## config.mk

```make
export PLATFORM = sky130hd
export DESIGN_NAME = sshp_top
export DESIGN_NICKNAME = d
export VERILOG_FILES = /design/src/rtl/sshp_pkg.sv /design/src/rtl/sshp_shift.sv /design/src/rtl/sshp_top.sv
export VERILOG_INCLUDE_DIRS = /design/src /design/src/rtl
export SDC_FILE = /design/constraint.sdc
export NUM_CORES = 1
export LEC_CHECK = 0
export ABC_AREA = 0
export ABC_CLOCK_PERIOD_IN_PS = 2100
export BUFFER_PORTS_ARGS = -buffer_cell sky130_fd_sc_hd__buf_2
export CELL_PAD_IN_SITES_DETAIL_PLACEMENT = 1
export CELL_PAD_IN_SITES_GLOBAL_PLACEMENT = 1
export CORE_UTILIZATION = 40
export DETAILED_ROUTE_END_ITERATION = 12
export GPL_ROUTABILITY_DRIVEN = 1
export GPL_TIMING_DRIVEN = 0
export PLACE_DENSITY = 0.84
export REMOVE_ABC_BUFFERS = 1
export SLEW_MARGIN = 15
export SYNTH_ARGS = -nofsm -noshare
export SYNTH_HDL_FRONTEND = slang
export SYNTH_SLANG_ARGS = --single-unit
```

## constraint.sdc

```tcl
create_clock -name clk_sys -period 2.1 [get_ports clk_sys]
set_input_delay 0 -clock clk_sys [delete_from_list [all_inputs] [get_ports clk_sys]]
set_output_delay 0 -clock clk_sys [all_outputs]
set_load 0.05 [all_outputs]
```

## src/rtl/sshp_defs.svh

```systemverilog
// constants of the serial host port: timing counts and frame figures
// assumes inclusion by bare name from the design modules and the bench
`ifndef SSHP_DEFS_SVH
`define SSHP_DEFS_SVH

// ********************************************************************
// clock rate and link figures
// ********************************************************************
`define SSHP_CLK_MHZ 40
`define SSHP_BYTE_BITS 8
`define SSHP_DETECT_PULSES 4'h8
`define SSHP_BIT_CNT_LAST 3'h7

// ********************************************************************
// detection toggle of the data pending output
// ********************************************************************
`define SSHP_TOGGLE_NS 100000
`define SSHP_TOGGLE_CYC ((`SSHP_TOGGLE_NS * `SSHP_CLK_MHZ) / 1000)

// ********************************************************************
// reset values and the idle transmit byte
// ********************************************************************
`define SSHP_SYNC_RST 1'b1
`define SSHP_BYTE_RST 8'h00
`define SSHP_TX_IDLE_BYTE 8'h00

`endif

```

## src/rtl/sshp_pkg.sv

```systemverilog
// types of the serial host port
// assumes sshp_defs.svh is reachable on the include path
`default_nettype none
package sshp_pkg;

  // ******************************************************************
  // port mode: gray codes along detect, active, off
  // ******************************************************************
  typedef enum logic [1:0] {
    SSHP_DETECT = 2'b00,
    SSHP_ACTIVE = 2'b01,
    SSHP_OFF = 2'b11
  } sshp_mode_t;

  typedef logic [7:0] sshp_byte_t;

endpackage
`default_nettype wire

```

## src/rtl/sshp_shift.sv

```systemverilog
// byte shifter of the serial host port
// assumes lead and trail are one-cycle strobes from the clk_sys domain
`timescale 1ns/1ps
`default_nettype none
`include "sshp_defs.svh"

module sshp_shift (
  input wire logic clk_sys, // system clock
  input wire logic reset_n, // synchronous reset, active low
  input wire logic frame_idle, // chip select released
  input wire logic lead, // leading serial clock edge
  input wire logic trail, // trailing serial clock edge
  input wire logic mosi_bit, // synchronised data in
  input wire sshp_pkg::sshp_byte_t tx_data, // next byte to send
  input wire logic tx_valid, // tx_data holds a byte
  output logic tx_take, // byte taken this cycle
  output sshp_pkg::sshp_byte_t rx_data, // last byte received
  output logic rx_strobe, // rx_data updated, one cycle
  output logic miso // serial data out
);
  import sshp_pkg::*;

  logic [2:0] bit_cnt;
  logic [2:0] next_bit_cnt;
  sshp_byte_t tx_shift;
  sshp_byte_t next_tx_shift;
  sshp_byte_t rx_shift;
  sshp_byte_t next_rx_shift;
  sshp_byte_t next_rx_data;
  logic next_rx_strobe;
  logic next_miso;
  sshp_byte_t load;

  // a new byte is fetched on the first leading edge of each byte
  assign tx_take = lead & (bit_cnt == 3'h0) & tx_valid;
  assign load = tx_valid ? tx_data : `SSHP_TX_IDLE_BYTE;

  // launch on leading edge, sample on trailing edge, msb first
  always_comb begin
    next_bit_cnt = bit_cnt;
    next_tx_shift = tx_shift;
    next_rx_shift = rx_shift;
    next_rx_data = rx_data;
    next_rx_strobe = 1'b0;
    next_miso = miso;
    if (frame_idle) begin
      next_bit_cnt = 3'h0;
    end else if (lead) begin
      if (bit_cnt == 3'h0) begin
        next_miso = load[7];
        next_tx_shift = {load[6:0], 1'b0};
      end else begin
        next_miso = tx_shift[7];
        next_tx_shift = {tx_shift[6:0], 1'b0};
      end
    end else if (trail) begin
      next_rx_shift = {rx_shift[6:0], mosi_bit};
      next_bit_cnt = bit_cnt + 3'h1;
      if (bit_cnt == `SSHP_BIT_CNT_LAST) begin
        next_rx_data = {rx_shift[6:0], mosi_bit};
        next_rx_strobe = 1'b1;
      end
    end
  end

  // shifter registers
  always_ff @(posedge clk_sys) begin
    if (!reset_n) begin
      bit_cnt <= 3'h0;
      tx_shift <= `SSHP_BYTE_RST;
      rx_shift <= `SSHP_BYTE_RST;
      rx_data <= `SSHP_BYTE_RST;
      rx_strobe <= 1'b0;
      miso <= 1'b0;
    end else begin
      bit_cnt <= next_bit_cnt;
      tx_shift <= next_tx_shift;
      rx_shift <= next_rx_shift;
      rx_data <= next_rx_data;
      rx_strobe <= next_rx_strobe;
      miso <= next_miso;
    end
  end

endmodule
`default_nettype wire

```

## src/rtl/sshp_top.sv

```systemverilog
// serial host port of the module: slave end of a four-wire serial link
// assumes the link pins are asynchronous to clk_sys and the user side
// logic runs on clk_sys
`timescale 1ns/1ps
`default_nettype none
`include "sshp_defs.svh"

module sshp_top (
  input wire logic clk_sys, // system clock, 40 MHz
  input wire logic reset_n, // synchronous reset, active low
  input wire logic spi_sclk, // serial clock from the master
  input wire logic spi_cs_n, // chip select, active low
  input wire logic spi_mosi, // serial data in
  output logic spi_miso, // serial data out
  output logic spi_miso_oe_n, // low while miso is driven
  output logic data_pending_out, // data ready for the master
  output logic receive_full_out, // no room for more data
  input wire logic pending_disable, // turns the pending output off
  input wire logic full_enable, // turns the full output on
  input wire logic uart_cmd_seen, // command seen on the uart, pulse
  input wire logic rx_busy, // user side cannot take bytes
  input wire sshp_pkg::sshp_byte_t tx_data, // byte to send
  input wire logic tx_valid, // tx_data holds a byte
  output logic tx_ready, // tx_data taken this cycle
  output sshp_pkg::sshp_byte_t rx_data, // byte received
  output logic rx_valid, // rx_data new, one cycle
  output sshp_pkg::sshp_mode_t port_mode, // detect, active or off
  output logic frame_active // chip select seen asserted
);
  import sshp_pkg::*;

  // ******************************************************************
  // pin synchronisers
  // ******************************************************************
  logic sclk_s1;
  logic sclk_s2;
  logic sclk_d;
  logic cs_s1;
  logic cs_s2;
  logic cs_d;
  logic mosi_s1;
  logic mosi_s2;

  // two stages per pin, then one more on sclk and cs for edge finding
  always_ff @(posedge clk_sys) begin
    if (!reset_n) begin
      sclk_s1 <= 1'b0;
      sclk_s2 <= 1'b0;
      sclk_d <= 1'b0;
      cs_s1 <= `SSHP_SYNC_RST;
      cs_s2 <= `SSHP_SYNC_RST;
      cs_d <= `SSHP_SYNC_RST;
      mosi_s1 <= 1'b0;
      mosi_s2 <= 1'b0;
    end else begin
      sclk_s1 <= spi_sclk;
      sclk_s2 <= sclk_s1;
      sclk_d <= sclk_s2;
      cs_s1 <= spi_cs_n;
      cs_s2 <= cs_s1;
      cs_d <= cs_s2;
      mosi_s1 <= spi_mosi;
      mosi_s2 <= mosi_s1;
    end
  end

  // ******************************************************************
  // frame and edge decode
  // ******************************************************************
  logic cs_act;
  logic frame_start;
  logic sclk_edge;
  logic idle_lvl;
  logic next_idle_lvl;
  logic lead;
  logic trail;

  // clock and data count only while chip select is asserted
  assign cs_act = ~cs_s2;
  assign frame_start = cs_act & cs_d;
  assign sclk_edge = sclk_s2 ^ sclk_d;
  // the idle level at frame start tells mode 1 from mode 3
  assign lead = cs_act & ~frame_start & sclk_edge & (sclk_d == idle_lvl);
  assign trail = cs_act & ~frame_start & sclk_edge & (sclk_d != idle_lvl);
  assign frame_active = cs_act;

  // idle level capture
  always_comb begin
    next_idle_lvl = idle_lvl;
    if (frame_start) begin
      next_idle_lvl = sclk_s2;
    end
  end

  // idle level register
  always_ff @(posedge clk_sys) begin
    if (!reset_n) begin
      idle_lvl <= 1'b0;
    end else begin
      idle_lvl <= next_idle_lvl;
    end
  end

  // ******************************************************************
  // interface detection
  // ******************************************************************
  sshp_mode_t mode;
  sshp_mode_t next_mode;
  logic [3:0] det_cnt;
  logic [3:0] next_det_cnt;
  logic [11:0] tog_cnt;
  logic [11:0] next_tog_cnt;
  logic tog_lvl;
  logic next_tog_lvl;

  assign port_mode = mode;

  // detection counts serial clock pulses and toggles the pending line
  always_comb begin
    next_mode = mode;
    next_det_cnt = det_cnt;
    next_tog_cnt = tog_cnt;
    next_tog_lvl = tog_lvl;
    unique case (mode)
      SSHP_DETECT: begin
        if (tog_cnt == 12'((`SSHP_TOGGLE_CYC) - 1)) begin
          next_tog_cnt = 12'h000;
          next_tog_lvl = ~tog_lvl;
        end else begin
          next_tog_cnt = tog_cnt + 12'h001;
        end
        if (uart_cmd_seen) begin
          next_mode = SSHP_OFF;
        end else if (lead) begin
          next_det_cnt = det_cnt + 4'h1;
          if (det_cnt == `SSHP_DETECT_PULSES - 4'h1) begin
            next_mode = SSHP_ACTIVE;
          end
        end
      end
      SSHP_ACTIVE: begin
        next_tog_lvl = 1'b0;
      end
      SSHP_OFF: begin
        next_tog_lvl = 1'b0;
      end
      default: begin
        next_mode = SSHP_OFF;
      end
    endcase
  end

  // detection registers
  always_ff @(posedge clk_sys) begin
    if (!reset_n) begin
      mode <= SSHP_DETECT;
      det_cnt <= 4'h0;
      tog_cnt <= 12'h000;
      tog_lvl <= 1'b0;
    end else begin
      mode <= next_mode;
      det_cnt <= next_det_cnt;
      tog_cnt <= next_tog_cnt;
      tog_lvl <= next_tog_lvl;
    end
  end

  // ******************************************************************
  // byte shifter, slave side only
  // ******************************************************************
  logic link_on;
  logic rx_strobe;

  // the master owns the clock; this end never drives it
  assign link_on = (mode == SSHP_ACTIVE);

  sshp_shift u_shift (
    .clk_sys(clk_sys),
    .reset_n(reset_n),
    .frame_idle(~cs_act),
    .lead(lead & link_on),
    .trail(trail & link_on),
    .mosi_bit(mosi_s2),
    .tx_data(tx_data),
    .tx_valid(tx_valid),
    .tx_take(tx_ready),
    .rx_data(rx_data),
    .rx_strobe(rx_strobe),
    .miso(spi_miso)
  );

  assign rx_valid = rx_strobe;

  // ******************************************************************
  // status outputs
  // ******************************************************************
  logic next_pending;
  logic next_full;
  logic next_oe_n;

  // pending shows the detect toggle, then waiting tx bytes
  always_comb begin
    next_pending = 1'b0;
    if (pending_disable) begin
      next_pending = 1'b0;
    end else if (mode == SSHP_DETECT) begin
      next_pending = tog_lvl;
    end else if (mode == SSHP_ACTIVE) begin
      next_pending = tx_valid;
    end
    next_full = full_enable & link_on & rx_busy;
    next_oe_n = ~(cs_act & link_on);
  end

  // status registers
  always_ff @(posedge clk_sys) begin
    if (!reset_n) begin
      data_pending_out <= 1'b0;
      receive_full_out <= 1'b0;
      spi_miso_oe_n <= 1'b1;
    end else begin
      data_pending_out <= next_pending;
      receive_full_out <= next_full;
      spi_miso_oe_n <= next_oe_n;
    end
  end

endmodule
`default_nettype wire

```

==> summary.txt <==
Status
  – Outcome: complete, no violations

Power
  – Clock share of power: 0.482
  – Comb pwr share: 0.050
  – Power Internal: 0.00187 W
  – Switch share: 0.231
  – Peak supply drop: 415 uV
  – Sequential share of power: 0.468
  – Static Leak: 1.20 nW
  – Pwr Density: 827 nW/um2
  – NetSw: 0.000561 W

Min path
  – Worst Hold Depth: 3
  – Hold/Removal Path Class: primary input to register

Route
  – Remaining antenna violation count after routing: 0
  – Final WL: 5.39 mm
  – DR pass1 iterations: 4
  – DRC viols: 0
  – Iteration-0 DRC Markers: 93
  – Vias: 1,967
  – Mean routed wirelength per cell: 14.1 um
  – DR vias/cell: 5.15

Critical path
  – CP required: 2100 ps
  – WS Path Type: register to output pin
  – CP arrival: 2010 ps
  – CP max FO: 17
  – Reg2Reg Depth: 4
  – Worst setup SP type: register
  – Crit. End Element: output pin

GRT
  – Number of global-route vias before repair: 1,909
  – First-pass GRT wire length: 8.74 mm
  – Largest net degree at the start of global routing: 30
  – All-Layer GR Usage: 0.186
  – Initial antenna violation count: 0
  – Overflow after GRT: 0

Job
  – # Max-Cap Violations: 0

Timing
  – Fin. max-slew vios: 0
  – Final hold violations: 0
  – Final worst slack: 86.5 ps
  – Worst Tran Pin Value: 855 ps
  – Worst Clk Skew: 9.21 ps
  – FMAX: 497 MHz
  – Final setup vio count: 0
  – Tcrit/Tclk final: 0.959
  – RSZ-0062 raised after global routing: false
  – Final min period: 2010 ps
  – Slew HR: 0.429

Clock tree
  – Clk pin slew, worst setup/hold paths: 60 ps
  – Clk Latency, worst-skew pair: 340 ps
  – CTS Sinks: 58
  – CTS tree: done
  – Root Driver: clkbuf_8
  – H-tree Lvls: 3
  – Setup Fix Bufs, Post-CTS: 0
  – CTS Buffer Depth: 2
  – CTS Buf Count: 9

Logic synthesis
  – Cells after Synth: 256
  – Yosys warns: 0
  – Mean Syn Cell Area: 9.11 um2
  – Top cell type's share of synthesized area: 0.498
  – Seq/Total Area, Yosys: 0.498
  – Post-Syn Area: 2330 um2
  – Area leader, netlist: dfxtp_1
  – Top cells by area, synth: dfxtp_1, nor2_1, nand3_1, nand2_1, mux2i_1
  – Synth Register Bits: 58
  – Unique masters post-synth: 40

Floorplan
  – Die area: 6140 um2
  – Die boundary height: 78.3 um
  – Row count: 27
  – Die Wd: 78.3 um
  – Starting Density: 0.418
  – I/O pin count: 35
  – Core footprint: 5570 um2

Place
  – RePlAce Congestion: 0.760
  – Cell Area, Placed: 2540 um2
  – Post-DP HPWL: 3.36 mm
  – DP Worst Slack: 6.54 ps
  – Buffers on Ports: 34

Final layout
  – Final #Nets: 328
  – Synthesis-to-finish area growth: 26.1%
  – Sequential cell area: 1160 um2
  – Fillcell total: 645
  – Commonest cells after routing, fill and taps aside: dfxtp_1, nor2_1, buf_2
  – Fraction of layout cells with a size suffix above 1: 0.197
  – Final instance area: 2940 um2
  – Multi-input gate area: 1110 um2
  – Commonest non-fill, non-tap cell in the layout: dfxtp_1
  – Antenna Cells: 0
## synthesized netlist by cell type
cell type	count
mux2i_1	9
a2111oi_0	1
or3b_4	1
buf_1	2
mux2_4	1
nand2b_1	4
nor2_1	35
ha_1	5
nor2b_1	1
buf_6	1
nand3_1	21
o21a_1	1
and2_1	5
a311oi_1	7
buf_2	4
nor2_2	1
xnor2_1	6
a21boi_0	1
a31oi_1	1
nor3_1	4
inv_1	5
and4bb_2	1
nand2_1	26
nor3b_1	2
nor4_1	2
a21oi_1	5
clkbuf_1	6
nor4b_1	1
xor2_1	8
or4bb_1	1
o21ai_0	13
and3_1	2
or3_1	3
dfxtp_1	58
nand4_1	5
o2111ai_1	1
o211ai_1	2
or4_4	1
or4_2	1
and3b_1	2
## metal layers
| layer | wire (um) | part of all wire | vias up | global-route usage |
|---|---|---|---|---|
| met1 | 2570 | 0.48 | 942 | 0.228 |
| met3 | 169 | 0.031 | 10 | 0.0477 |
| met5 | 0 | 0 | - | 0 |
| li1 | - | - | 984 | - |
| met2 | 2520 | 0.47 | 31 | 0.296 |
| met4 | 116 | 0.022 | 0 | 0.106 |
## metrics by stage
step           cells  TNS, ps  power, W   util  hold WS, ps
4_1_cts          381        0   0.00246  0.524         16.6
5_1_grt          382        0   0.00252  0.527         29.5
2_1_floorplan    243     -903   0.00121      -         73.0
3_5_place_dp     350        0   0.00126  0.455          187
3_3_place_gp     349    -2090   0.00126  0.454          181
6_report         382        0   0.00243  0.527         29.1
## state kept, by name (all words and copies together), names as in the netlist, 2 cells and up
signal / flops
u_shift.rx_data: 8
u_shift.bit_cnt: 3
port_mode: 2
det_cnt: 4
u_shift.rx_shift: 7
tog_cnt: 12
u_shift.tx_shift: 7
## final cells by class
| class | count | share of cell area |
|---|---|---|
| flip-flops and latches | 58 | 0.395 |
| multi-input cells | 180 | 0.376 |
| repair buffers | 51 | 0.114 |
| clock buffers | 10 | 0.0468 |
| clock inverters | 6 | 0.0307 |
| well taps | 72 | 0.0307 |
| inverters | 5 | 0.00639 |
## worst max-delay path, cell delays in order, from the launching register on
cell     delay (ps)
dfxtp_1         420
nor3b_1         500
o21a_4          310
and3_1          180
buf_2           260
## final timing paths
path	startpoint	end	slack (ps)
max	sclk_s2	tx_ready	90
max reg2reg	port_mode[1]	tog_lvl	170
min reg2reg	cs_s1	cs_s2	420
min	tx_valid	u_shift.tx_shift[1]	30
## power groups by stage
stage | registers [W] | logic, W | clock network (W)
6_report | 0.00114 | 0.000122 | 0.00117
5_1_grt | 0.00114 | 0.000133 | 0.00125
4_1_cts | 0.00114 | 0.000123 | 0.00120
3_5_place_dp | 0.00116 | 0.000100 | 0
3_3_place_gp | 0.00116 | 0.0000963 | 0
2_1_floorplan | 0.00117 | 0.0000425 | 0
## logic make-up after synthesis
family,share of synthesized area
xor gates and xnor gates,0.0526
buffers and inverters,0.0344
and+or+nand+nor,0.255
muxes,0.0451
adders and majority gates,0.0268
AOI/OAI and AO/OA,0.0880
DFF,0.498
## what timing repair did
item / 4_1_cts / 5_1_grt
endpoints found under the setup margin: 2 / 2
endpoints found under the hold margin: 15 / 0
gates resized for setup: 2 / 2
hold buffers: 15 / 0
No activity file was read; power rests on OpenSTA's default activity.
